--- src/verilog/gpio_defs.svh ---
// Purpose: Offsets, field positions and reset values of the port block
// Assumes: Eight-bit I/O space with six address bits
// Notes: Definitions only
`ifndef GPIO_DEFS_SVH
`define GPIO_DEFS_SVH

// ============================================================
// I/O space
`define IO_ADDR_W 6
`define IO_DATA_W 8

// ============================================================
// Pin-change masks
`define ADDR_PC_MASK_G1 6'h04
`define ADDR_PC_MASK_G2 6'h05
`define ADDR_PC_MASK_G0 6'h20
`define PC_MASK_G1_USED 8'h07
`define PC_MASK_G2_USED 8'h7F
`define PC_MASK_G0_USED 8'hFF

// ============================================================
// Core control, interrupt enable and flag registers
`define ADDR_CORE_CTRL 6'h35
`define ADDR_IRQ_FLAG 6'h3A
`define ADDR_IRQ_ENABLE 6'h3B
`define BIT_PULLUP_DISABLE 7
`define BIT_GROUP0 5
`define BIT_GROUP2 4
`define BIT_GROUP1 3
`define IRQ_ENABLE_USED 8'hF8

// ============================================================
// Port register triplets
`define ADDR_PORTA_LATCH 6'h1B
`define ADDR_PORTA_DIR 6'h1A
`define ADDR_PORTA_PIN 6'h19
`define ADDR_PORTB_LATCH 6'h18
`define ADDR_PORTB_DIR 6'h17
`define ADDR_PORTB_PIN 6'h16
`define ADDR_PORTD_LATCH 6'h12
`define ADDR_PORTD_DIR 6'h11
`define ADDR_PORTD_PIN 6'h10

// ============================================================
// Widths and reset values
`define PORTA_W 3
`define PORTB_W 8
`define PORTD_W 7
`define REG_RESET 8'h00

`endif

--- src/verilog/gpio_pkg.sv ---
// Purpose: Shared types of the port block
// Assumes: gpio_defs.svh holds the I/O widths; the three-bit isr_ack width is set here
// Notes: Types only
`include "gpio_defs.svh"

package gpio_pkg;

   // ============================================================
   // I/O space access from the core
   typedef struct packed {
      logic [`IO_ADDR_W-1:0] addr;
      logic [`IO_DATA_W-1:0] wdata;
      logic we;
      logic re;
   } io_req_t;

   // ============================================================
   // Core interrupt handshake
   typedef struct packed {
      logic gie;
      logic [2:0] isr_ack;
   } core_irq_t;

endpackage : gpio_pkg

--- src/verilog/pin_sync.sv ---
// Purpose: Two-stage pin synchroniser plus previous-sample stage
// Assumes: Pins may change at any time
// Notes: First stage read only by the second
`timescale 1ns/1ps

module pin_sync #(
   parameter int W = 8
) (
   // Clock and reset
   input wire logic mclk_i,
   input wire logic sys_rst_i,
   // Pins and samples
   input wire logic [W-1:0] pin_i,
   output logic [W-1:0] sync_o,
   output logic [W-1:0] prev_o
);

   // ============================================================
   // Fill marker: prev shows the fresh sample until the stages hold
   // real levels, so leaving reset raises no false change; a genuine
   // change in those first cycles is lost
   logic [2:0] fill_q;
   always_ff @(posedge mclk_i) begin
      if (sys_rst_i) begin
         fill_q <= 3'b000;
      end else begin
         fill_q <= {fill_q[1:0], 1'b1};
      end
   end

   // ============================================================
   // Per-pin stages
   genvar g;
   generate
      for (g = 0; g < W; g++) begin : g_bit
         logic meta_q;
         logic sync_q;
         logic prev_q;
         always_ff @(posedge mclk_i) begin
            if (sys_rst_i) begin
               meta_q <= 1'b0;
               sync_q <= 1'b0;
               prev_q <= 1'b0;
            end else begin
               meta_q <= pin_i[g];
               sync_q <= meta_q;
               prev_q <= sync_q;
            end
         end
         assign sync_o[g] = sync_q;
         assign prev_o[g] = fill_q[2] ? prev_q : sync_q;
      end
   endgenerate

endmodule : pin_sync

--- src/verilog/port_regs.sv ---
// Purpose: Output latch and direction registers of one port
// Assumes: One access at most per cycle
// Notes: Pin location toggles the latch on written ones
`timescale 1ns/1ps
`include "gpio_defs.svh"

module port_regs #(
   parameter int W = 8,
   parameter logic [`IO_ADDR_W-1:0] A_LATCH = `IO_ADDR_W'h00,
   parameter logic [`IO_ADDR_W-1:0] A_DIR = `IO_ADDR_W'h01,
   parameter logic [`IO_ADDR_W-1:0] A_PIN = `IO_ADDR_W'h02
) (
   // Clock and reset
   input wire logic mclk_i,
   input wire logic sys_rst_i,
   // I/O access
   input wire gpio_pkg::io_req_t req_i,
   input wire logic [W-1:0] pin_sync_i,
   output logic [`IO_DATA_W-1:0] rdata_o,
   output logic hit_o,
   // Pin controls
   output logic [W-1:0] latch_o,
   output logic [W-1:0] dir_o
);

   logic [W-1:0] latch_q;
   logic [W-1:0] dir_q;
   logic [W-1:0] wbits;

   assign wbits = req_i.wdata[W-1:0];

   // ============================================================
   // Latch: plain write or toggle, each bit on its own
   always_ff @(posedge mclk_i) begin
      if (sys_rst_i) begin
         latch_q <= '0;
      end else if (req_i.we && req_i.addr == A_LATCH) begin
         latch_q <= wbits;
      end else if (req_i.we && req_i.addr == A_PIN) begin
         latch_q <= latch_q ^ wbits;
      end
   end

   // ============================================================
   // Direction
   always_ff @(posedge mclk_i) begin
      if (sys_rst_i) begin
         dir_q <= '0;
      end else if (req_i.we && req_i.addr == A_DIR) begin
         dir_q <= wbits;
      end
   end

   // ============================================================
   // Read mux, unused upper bits read zero
   always_comb begin
      rdata_o = '0;
      hit_o = 1'b1;
      case (req_i.addr)
         A_LATCH: rdata_o[W-1:0] = latch_q;
         A_DIR: rdata_o[W-1:0] = dir_q;
         A_PIN: rdata_o[W-1:0] = pin_sync_i;
         default: hit_o = 1'b0;
      endcase
   end

   assign latch_o = latch_q;
   assign dir_o = dir_q;

endmodule : port_regs

--- src/verilog/gpio_port_pin_change_irq.sv ---
// Purpose: Three GPIO ports with pin-change interrupt groups
// Assumes: Core drives one I/O access per cycle; bus inputs synchronous, pins synchronised here
// Notes: Read data is registered one cycle after the read strobe
`timescale 1ns/1ps
`include "gpio_defs.svh"

module gpio_port_pin_change_irq #(
   parameter int PA_W = `PORTA_W,
   parameter int PB_W = `PORTB_W,
   parameter int PD_W = `PORTD_W
) (
   // Clock and reset
   input wire logic mclk_i,
   input wire logic sys_rst_i,
   // I/O space access
   input wire gpio_pkg::io_req_t io_req_i,
   output logic [`IO_DATA_W-1:0] io_rdata_o,
   // Core interrupt interface
   input wire gpio_pkg::core_irq_t core_i,
   output logic [2:0] irq_o,
   // Port A pins (group 1)
   input wire logic [PA_W-1:0] pa_in_i,
   output logic [PA_W-1:0] pa_out_o,
   output logic [PA_W-1:0] pa_oe_o,
   output logic [PA_W-1:0] pa_pullup_o,
   // Port B pins (group 0)
   input wire logic [PB_W-1:0] pb_in_i,
   output logic [PB_W-1:0] pb_out_o,
   output logic [PB_W-1:0] pb_oe_o,
   output logic [PB_W-1:0] pb_pullup_o,
   // Port D pins (group 2)
   input wire logic [PD_W-1:0] pd_in_i,
   output logic [PD_W-1:0] pd_out_o,
   output logic [PD_W-1:0] pd_oe_o,
   output logic [PD_W-1:0] pd_pullup_o
);

   // ============================================================
   // Declarations
   logic [`IO_DATA_W-1:0] mask_g0_q;
   logic [`IO_DATA_W-1:0] mask_g1_q;
   logic [`IO_DATA_W-1:0] mask_g2_q;
   logic [`IO_DATA_W-1:0] core_ctrl_q;
   logic [`IO_DATA_W-1:0] irq_en_q;
   logic [2:0] flag_q;
   logic [2:0] flag_d;
   logic [2:0] grp_en;
   logic [2:0] change;
   logic [2:0] flag_wclr;
   logic [2:0] irq_d;
   logic [2:0] irq_q;
   logic global_pullup_disable;
   logic [`IO_DATA_W-1:0] rdata_d;
   logic [`IO_DATA_W-1:0] rdata_q;

   logic [PA_W-1:0] pa_sync;
   logic [PA_W-1:0] pa_prev;
   logic [PB_W-1:0] pb_sync;
   logic [PB_W-1:0] pb_prev;
   logic [PD_W-1:0] pd_sync;
   logic [PD_W-1:0] pd_prev;

   logic [PA_W-1:0] pa_latch;
   logic [PA_W-1:0] pa_dir;
   logic [PB_W-1:0] pb_latch;
   logic [PB_W-1:0] pb_dir;
   logic [PD_W-1:0] pd_latch;
   logic [PD_W-1:0] pd_dir;

   logic [`IO_DATA_W-1:0] pa_rdata;
   logic [`IO_DATA_W-1:0] pb_rdata;
   logic [`IO_DATA_W-1:0] pd_rdata;
   logic pa_hit;
   logic pb_hit;
   logic pd_hit;

   logic [PA_W-1:0] pa_out_q;
   logic [PA_W-1:0] pa_oe_q;
   logic [PA_W-1:0] pa_pu_q;
   logic [PB_W-1:0] pb_out_q;
   logic [PB_W-1:0] pb_oe_q;
   logic [PB_W-1:0] pb_pu_q;
   logic [PD_W-1:0] pd_out_q;
   logic [PD_W-1:0] pd_oe_q;
   logic [PD_W-1:0] pd_pu_q;

   logic wr;

   assign wr = io_req_i.we;

   // ============================================================
   // Pin synchronisers
   pin_sync #(
      .W(PA_W)
   ) u_sync_a (
      .mclk_i(mclk_i),
      .sys_rst_i(sys_rst_i),
      .pin_i(pa_in_i),
      .sync_o(pa_sync),
      .prev_o(pa_prev)
   );

   pin_sync #(
      .W(PB_W)
   ) u_sync_b (
      .mclk_i(mclk_i),
      .sys_rst_i(sys_rst_i),
      .pin_i(pb_in_i),
      .sync_o(pb_sync),
      .prev_o(pb_prev)
   );

   pin_sync #(
      .W(PD_W)
   ) u_sync_d (
      .mclk_i(mclk_i),
      .sys_rst_i(sys_rst_i),
      .pin_i(pd_in_i),
      .sync_o(pd_sync),
      .prev_o(pd_prev)
   );

   // ============================================================
   // Port registers
   port_regs #(
      .W(PA_W),
      .A_LATCH(`ADDR_PORTA_LATCH),
      .A_DIR(`ADDR_PORTA_DIR),
      .A_PIN(`ADDR_PORTA_PIN)
   ) u_port_a (
      .mclk_i(mclk_i),
      .sys_rst_i(sys_rst_i),
      .req_i(io_req_i),
      .pin_sync_i(pa_sync),
      .rdata_o(pa_rdata),
      .hit_o(pa_hit),
      .latch_o(pa_latch),
      .dir_o(pa_dir)
   );

   port_regs #(
      .W(PB_W),
      .A_LATCH(`ADDR_PORTB_LATCH),
      .A_DIR(`ADDR_PORTB_DIR),
      .A_PIN(`ADDR_PORTB_PIN)
   ) u_port_b (
      .mclk_i(mclk_i),
      .sys_rst_i(sys_rst_i),
      .req_i(io_req_i),
      .pin_sync_i(pb_sync),
      .rdata_o(pb_rdata),
      .hit_o(pb_hit),
      .latch_o(pb_latch),
      .dir_o(pb_dir)
   );

   port_regs #(
      .W(PD_W),
      .A_LATCH(`ADDR_PORTD_LATCH),
      .A_DIR(`ADDR_PORTD_DIR),
      .A_PIN(`ADDR_PORTD_PIN)
   ) u_port_d (
      .mclk_i(mclk_i),
      .sys_rst_i(sys_rst_i),
      .req_i(io_req_i),
      .pin_sync_i(pd_sync),
      .rdata_o(pd_rdata),
      .hit_o(pd_hit),
      .latch_o(pd_latch),
      .dir_o(pd_dir)
   );

   // ============================================================
   // Pin-change masks
   always_ff @(posedge mclk_i) begin
      if (sys_rst_i) begin
         mask_g0_q <= `REG_RESET;
      end else if (wr && io_req_i.addr == `ADDR_PC_MASK_G0) begin
         mask_g0_q <= io_req_i.wdata & `PC_MASK_G0_USED;
      end
   end

   always_ff @(posedge mclk_i) begin
      if (sys_rst_i) begin
         mask_g1_q <= `REG_RESET;
      end else if (wr && io_req_i.addr == `ADDR_PC_MASK_G1) begin
         mask_g1_q <= io_req_i.wdata & `PC_MASK_G1_USED;
      end
   end

   always_ff @(posedge mclk_i) begin
      if (sys_rst_i) begin
         mask_g2_q <= `REG_RESET;
      end else if (wr && io_req_i.addr == `ADDR_PC_MASK_G2) begin
         mask_g2_q <= io_req_i.wdata & `PC_MASK_G2_USED;
      end
   end

   // ============================================================
   // Core control and interrupt enable
   // Other core control bits and enable bits 7:6 are kept as storage for neighbouring blocks; enable bits 2:0 read zero
   always_ff @(posedge mclk_i) begin
      if (sys_rst_i) begin
         core_ctrl_q <= `REG_RESET;
      end else if (wr && io_req_i.addr == `ADDR_CORE_CTRL) begin
         core_ctrl_q <= io_req_i.wdata;
      end
   end

   always_ff @(posedge mclk_i) begin
      if (sys_rst_i) begin
         irq_en_q <= `REG_RESET;
      end else if (wr && io_req_i.addr == `ADDR_IRQ_ENABLE) begin
         irq_en_q <= io_req_i.wdata & `IRQ_ENABLE_USED;
      end
   end

   assign global_pullup_disable = core_ctrl_q[`BIT_PULLUP_DISABLE];
   assign grp_en[0] = irq_en_q[`BIT_GROUP0];
   assign grp_en[1] = irq_en_q[`BIT_GROUP1];
   assign grp_en[2] = irq_en_q[`BIT_GROUP2];

   // ============================================================
   // Change detection, masked and ORed per group
   assign change[0] = grp_en[0] &
      (|((pb_sync ^ pb_prev) & mask_g0_q[PB_W-1:0]));
   assign change[1] = grp_en[1] &
      (|((pa_sync ^ pa_prev) & mask_g1_q[PA_W-1:0]));
   assign change[2] = grp_en[2] &
      (|((pd_sync ^ pd_prev) & mask_g2_q[PD_W-1:0]));

   // ============================================================
   // Group flags: a new change wins over any clear in the same cycle
   always_comb begin
      flag_wclr = 3'b000;
      if (wr && io_req_i.addr == `ADDR_IRQ_FLAG) begin
         flag_wclr[0] = io_req_i.wdata[`BIT_GROUP0];
         flag_wclr[1] = io_req_i.wdata[`BIT_GROUP1];
         flag_wclr[2] = io_req_i.wdata[`BIT_GROUP2];
      end
      flag_d = (flag_q & ~flag_wclr & ~core_i.isr_ack) | change;
   end

   always_ff @(posedge mclk_i) begin
      if (sys_rst_i) begin
         flag_q <= 3'b000;
      end else begin
         flag_q <= flag_d;
      end
   end

   // ============================================================
   // Requests to the core
   assign irq_d = flag_d & grp_en & {3{core_i.gie}};

   always_ff @(posedge mclk_i) begin
      if (sys_rst_i) begin
         irq_q <= 3'b000;
      end else begin
         irq_q <= irq_d;
      end
   end

   // ============================================================
   // Pin drive: registered; enables and pull-ups then gated by reset without a clock edge
   always_ff @(posedge mclk_i) begin
      if (sys_rst_i) begin
         pa_oe_q <= '0;
         pb_oe_q <= '0;
         pd_oe_q <= '0;
      end else begin
         pa_oe_q <= pa_dir;
         pb_oe_q <= pb_dir;
         pd_oe_q <= pd_dir;
      end
   end

   always_ff @(posedge mclk_i) begin
      if (sys_rst_i) begin
         pa_out_q <= '0;
         pb_out_q <= '0;
         pd_out_q <= '0;
      end else begin
         pa_out_q <= pa_latch;
         pb_out_q <= pb_latch;
         pd_out_q <= pd_latch;
      end
   end

   always_ff @(posedge mclk_i) begin
      if (sys_rst_i) begin
         pa_pu_q <= '0;
         pb_pu_q <= '0;
         pd_pu_q <= '0;
      end else begin
         pa_pu_q <= ~pa_dir & pa_latch & {PA_W{~global_pullup_disable}};
         pb_pu_q <= ~pb_dir & pb_latch & {PB_W{~global_pullup_disable}};
         pd_pu_q <= ~pd_dir & pd_latch & {PD_W{~global_pullup_disable}};
      end
   end

   // Only an AND after the flop, so reset floats pins with no clock
   assign pa_oe_o = pa_oe_q & {PA_W{~sys_rst_i}};
   assign pb_oe_o = pb_oe_q & {PB_W{~sys_rst_i}};
   assign pd_oe_o = pd_oe_q & {PD_W{~sys_rst_i}};
   assign pa_pullup_o = pa_pu_q & {PA_W{~sys_rst_i}};
   assign pb_pullup_o = pb_pu_q & {PB_W{~sys_rst_i}};
   assign pd_pullup_o = pd_pu_q & {PD_W{~sys_rst_i}};
   assign pa_out_o = pa_out_q;
   assign pb_out_o = pb_out_q;
   assign pd_out_o = pd_out_q;

   // ============================================================
   // Read data
   always_comb begin
      rdata_d = `REG_RESET;
      if (pa_hit) begin
         rdata_d = pa_rdata;
      end else if (pb_hit) begin
         rdata_d = pb_rdata;
      end else if (pd_hit) begin
         rdata_d = pd_rdata;
      end else begin
         case (io_req_i.addr)
            `ADDR_PC_MASK_G0: rdata_d = mask_g0_q;
            `ADDR_PC_MASK_G1: rdata_d = mask_g1_q;
            `ADDR_PC_MASK_G2: rdata_d = mask_g2_q;
            `ADDR_CORE_CTRL: rdata_d = core_ctrl_q;
            `ADDR_IRQ_ENABLE: rdata_d = irq_en_q;
            `ADDR_IRQ_FLAG: begin
               rdata_d[`BIT_GROUP0] = flag_q[0];
               rdata_d[`BIT_GROUP1] = flag_q[1];
               rdata_d[`BIT_GROUP2] = flag_q[2];
            end
            default: rdata_d = `REG_RESET;
         endcase
      end
   end

   // Held between reads so the core may sample late
   always_ff @(posedge mclk_i) begin
      if (sys_rst_i) begin
         rdata_q <= `REG_RESET;
      end else if (io_req_i.re) begin
         rdata_q <= rdata_d;
      end
   end

   assign io_rdata_o = rdata_q;
   assign irq_o = irq_q;

endmodule : gpio_port_pin_change_irq

--- config.mk ---
export PLATFORM = sky130hd
export DESIGN_NAME = gpio_port_pin_change_irq
export DESIGN_NICKNAME = d
export VERILOG_FILES = /design/src/verilog/gpio_pkg.sv /design/src/verilog/pin_sync.sv /design/src/verilog/port_regs.sv /design/src/verilog/gpio_port_pin_change_irq.sv
export VERILOG_INCLUDE_DIRS = /design/src /design/src/verilog
export SDC_FILE = /design/constraint.sdc
export NUM_CORES = 1
export LEC_CHECK = 0
export ABC_AREA = 1
export ABC_CLOCK_PERIOD_IN_PS = 2460
export BUFFER_PORTS_ARGS = -buffer_cell sky130_fd_sc_hd__buf_2
export CAP_MARGIN = 20
export CORE_MARGIN = 2
export CORE_UTILIZATION = 32
export DETAILED_ROUTE_END_ITERATION = 10
export GPL_ROUTABILITY_DRIVEN = 1
export PLACE_DENSITY_LB_ADDON = 0.15
export RECOVER_POWER = 100
export SYNTH_ARGS = -nofsm -noshare
export SYNTH_HDL_FRONTEND = slang
export SYNTH_SLANG_ARGS = --single-unit
export TNS_END_PERCENT = 10
--- constraint.sdc ---
create_clock -name mclk_i -period 2.46 [get_ports mclk_i]
set_input_delay 0.615 -clock mclk_i [delete_from_list [all_inputs] [get_ports mclk_i]]
set_output_delay 0.615 -clock mclk_i [all_outputs]
set_load 0.01 [all_outputs]
==> out/metrics.cfg <==
[grt]
grt_usage=0.187
antenna_found_initial=1
grt_max_degree=83
gr-total-overflow=0
grt_pass1_wl_um=34700
grt_pass1_vias=6082

[clock_tree]
ctsHtreeMaxLevel=4
cts_max_path_buffers=2
path_clk_slew_ns=0.08
cts_hold_buffers=0
cts-resized-gates=0
cts_tree=done
cts_root_buf=clkbuf_16
clk_latency_ns=0.44
cts_buffers=17
cts.sink_count=192
post_cts_buffers=0

[floorplan]
rows=56
die_x_um=158
core_area_mm2=0.0235
die_area_mm2=0.0251
die_h_um=158
initial_core_util=0.325
pin_count=105

[route]
vias_per_cell=4.53
ant_nets=0
wire_per_inst_um=15.5
drc_errors=0
drtIter0Drc=504
dr.pass1.iters=5
wirelength_um=22800
vias=6677

[finish]
drive_gt1_frac=0.107
fillers=2544
fin_nets=1181
postLayoutCoreUtil=0.382
syn_to_final_growth_pct=17.4
multi_input_area_mm2=0.00294
design_area_mm2=0.00896
ff_latch_area_mm2=0.00384

[timing]
finalCriticalPeriod_ns=2.00
setup_viol=0
clock_skew_ns=0.00970
drv_slew=0
maxSlewHeadroom=0.272
fmax_ghz=0.501
timing.final.crit_share=0.811
finalHoldViolCount=0
grt_setup_unrepaired=false
tightest_slew_ns=1.09
tns_ns=0
worst_hold_slack_ns=0.367

[logic_synthesis]
synth_top_area_share=0.504
synth_edf_count=0
synth_area_leaders=dfxtp_1 50%, nor2_1 11%, inv_1 7.6%
synth.most_common_cell=nor2_1
async_reset_ff_frac=0
ys_ff_latch=192
netlist_top_cells_count=215 x nor2_1, 192 x dfxtp_1, 155 x inv_1, 122 x nand2_1, 68 x a21oi_1
yosysTopAreaCell=dfxtp_1
synthesis.nets=1082
netlist_area_mm2=0.00763
syn_avg_cell_area_um2=7.32
seq_area_frac_synth=0.504
synth_ff_type=dfxtp_1
synthCells=1042
synth-warning-count=0
synth_cell_type_count=28

[worst_hold_path]
hp-class=input pin to register
hp-start=pb_in_i[1]

[power]
comb_power_share=0.051
max-vdd-ir-drop_v=0.000393
p_clk_frac=0.442
powerDensity_mw_per_mm2=702
cellInternalPower_mw=4.68
swShare=0.256
power_mw=6.29
p_leak_nw=3.57
seqPwrFrac=0.507
power_switching_mw=1.61

[setup_path]
start_kind=input pin
crit_path_end_kind=register
crit_chain=buf_2, inv_2, nand2_2, nor2_1, nand3_2, nor4_1, nor3_1
r2r-start=u_sync_d.g_bit[6].sync_q
slowest_stage=nor2_1
critPathMaxStageDelay_ns=0.55
startpoint=io_req_i[15]
crit_path_max_fanout=14
cp.required_ns=2.75
crit_type=input pin to register
arrival_ns=2.28

[flow_run]
maxCapViolCount=0

[placement]
gp_congestion=0.905
hpwl_um=16700
port-buffer-count=104
placed_cell_area_mm2=0.00850

[outcome]
status=finished, final reports clean

layout make-up:
| type | instances | area share |
|---|---|---|
| diodes | 1 | 0.000279 |
| repair buffers | 122 | 0.0627 |
| flip-flops and latches | 192 | 0.429 |
| clock buffers | 18 | 0.0479 |
| multi-input cells | 640 | 0.329 |
| inverters | 168 | 0.0704 |
| well taps | 319 | 0.0446 |
| clock inverters | 14 | 0.0163 |
worst max-delay path, delay by kind of cell:
kind          cells  cell delay [ns]
simple gates      5             1.44
buf+inv           2             0.22
cell families (layout without fill, tap and decap cells):
group | after synthesis | in the layout | share of synthesized area
flops | 192 | 192 | 0.504
compound gates | 148 | 148 | 0.0999
other cells | 0 | 1 | 0
simple gates | 491 | 491 | 0.286
buf+inv | 210 | 322 | 0.109
xor+xnor | 1 | 1 | 0.00115
metal layers:
layer,GRT usage,wire (um)
met4,0.0807,719
met3,0.0308,1080
met1,0.251,10900
met2,0.296,10100
met5,0,0
placed cells by master (no fill, tap or decap), types with 2 or more instances in the layout:
master and count:
nand3_2 4, nand2_2 7, nor2_4 4, buf_2 37, nand3b_1 2, inv_6 5
or2_2 6, nand4_1 8, nand3_1 67, inv_1 156, a21oi_1 68, inv_2 9
dfxtp_1 192, buf_4 14, o21ai_0 63, nor4_1 36, clkinvlp_4 2, clkinv_4 4
nor3_1 7, nand2_1 123, o22ai_1 15, clkbuf_1 70, clkinv_1 3, clkbuf_16 17
inv_8 2, nor2_2 7, nor2_1 218
path summary, 6_finish.rpt:
path / to / cells after the start / slack (ns)
hold reg to reg: u_sync_b.g_bit[4].sync_q / 2 / 0.40
setup reg to reg: flag_q[2] / 9 / 1.05
hold / removal: u_sync_b.g_bit[1].meta_q / 3 / 0.37
setup / recovery: u_port_d.latch_o[5] / 7 / 0.46
power by group through the flow:
| stage | clock network, mW | registers, mW | logic (mW) |
|---|---|---|---|
| 6_report | 2.78 | 3.19 | 0.323 |
| 5_1_grt | 2.96 | 3.19 | 0.361 |
| 4_1_cts | 2.85 | 3.19 | 0.332 |
| 3_5_place_dp | 0 | 3.26 | 0.331 |
| 3_3_place_gp | 0 | 3.26 | 0.330 |
| 2_1_floorplan | 0 | 3.25 | 0.191 |
per-stage QoR:
| step | setup WS [ns] | instances |
|---|---|---|
| floorplan | 0.329 | 1042 |
| global placement | 0.259 | 1441 |
| finish | 0.465 | 1474 |
| CTS | 0.483 | 1473 |
| detailed placement | 0.275 | 1441 |
| global route | 0.242 | 1473 |
No activity file was read; power rests on OpenSTA's default activity.
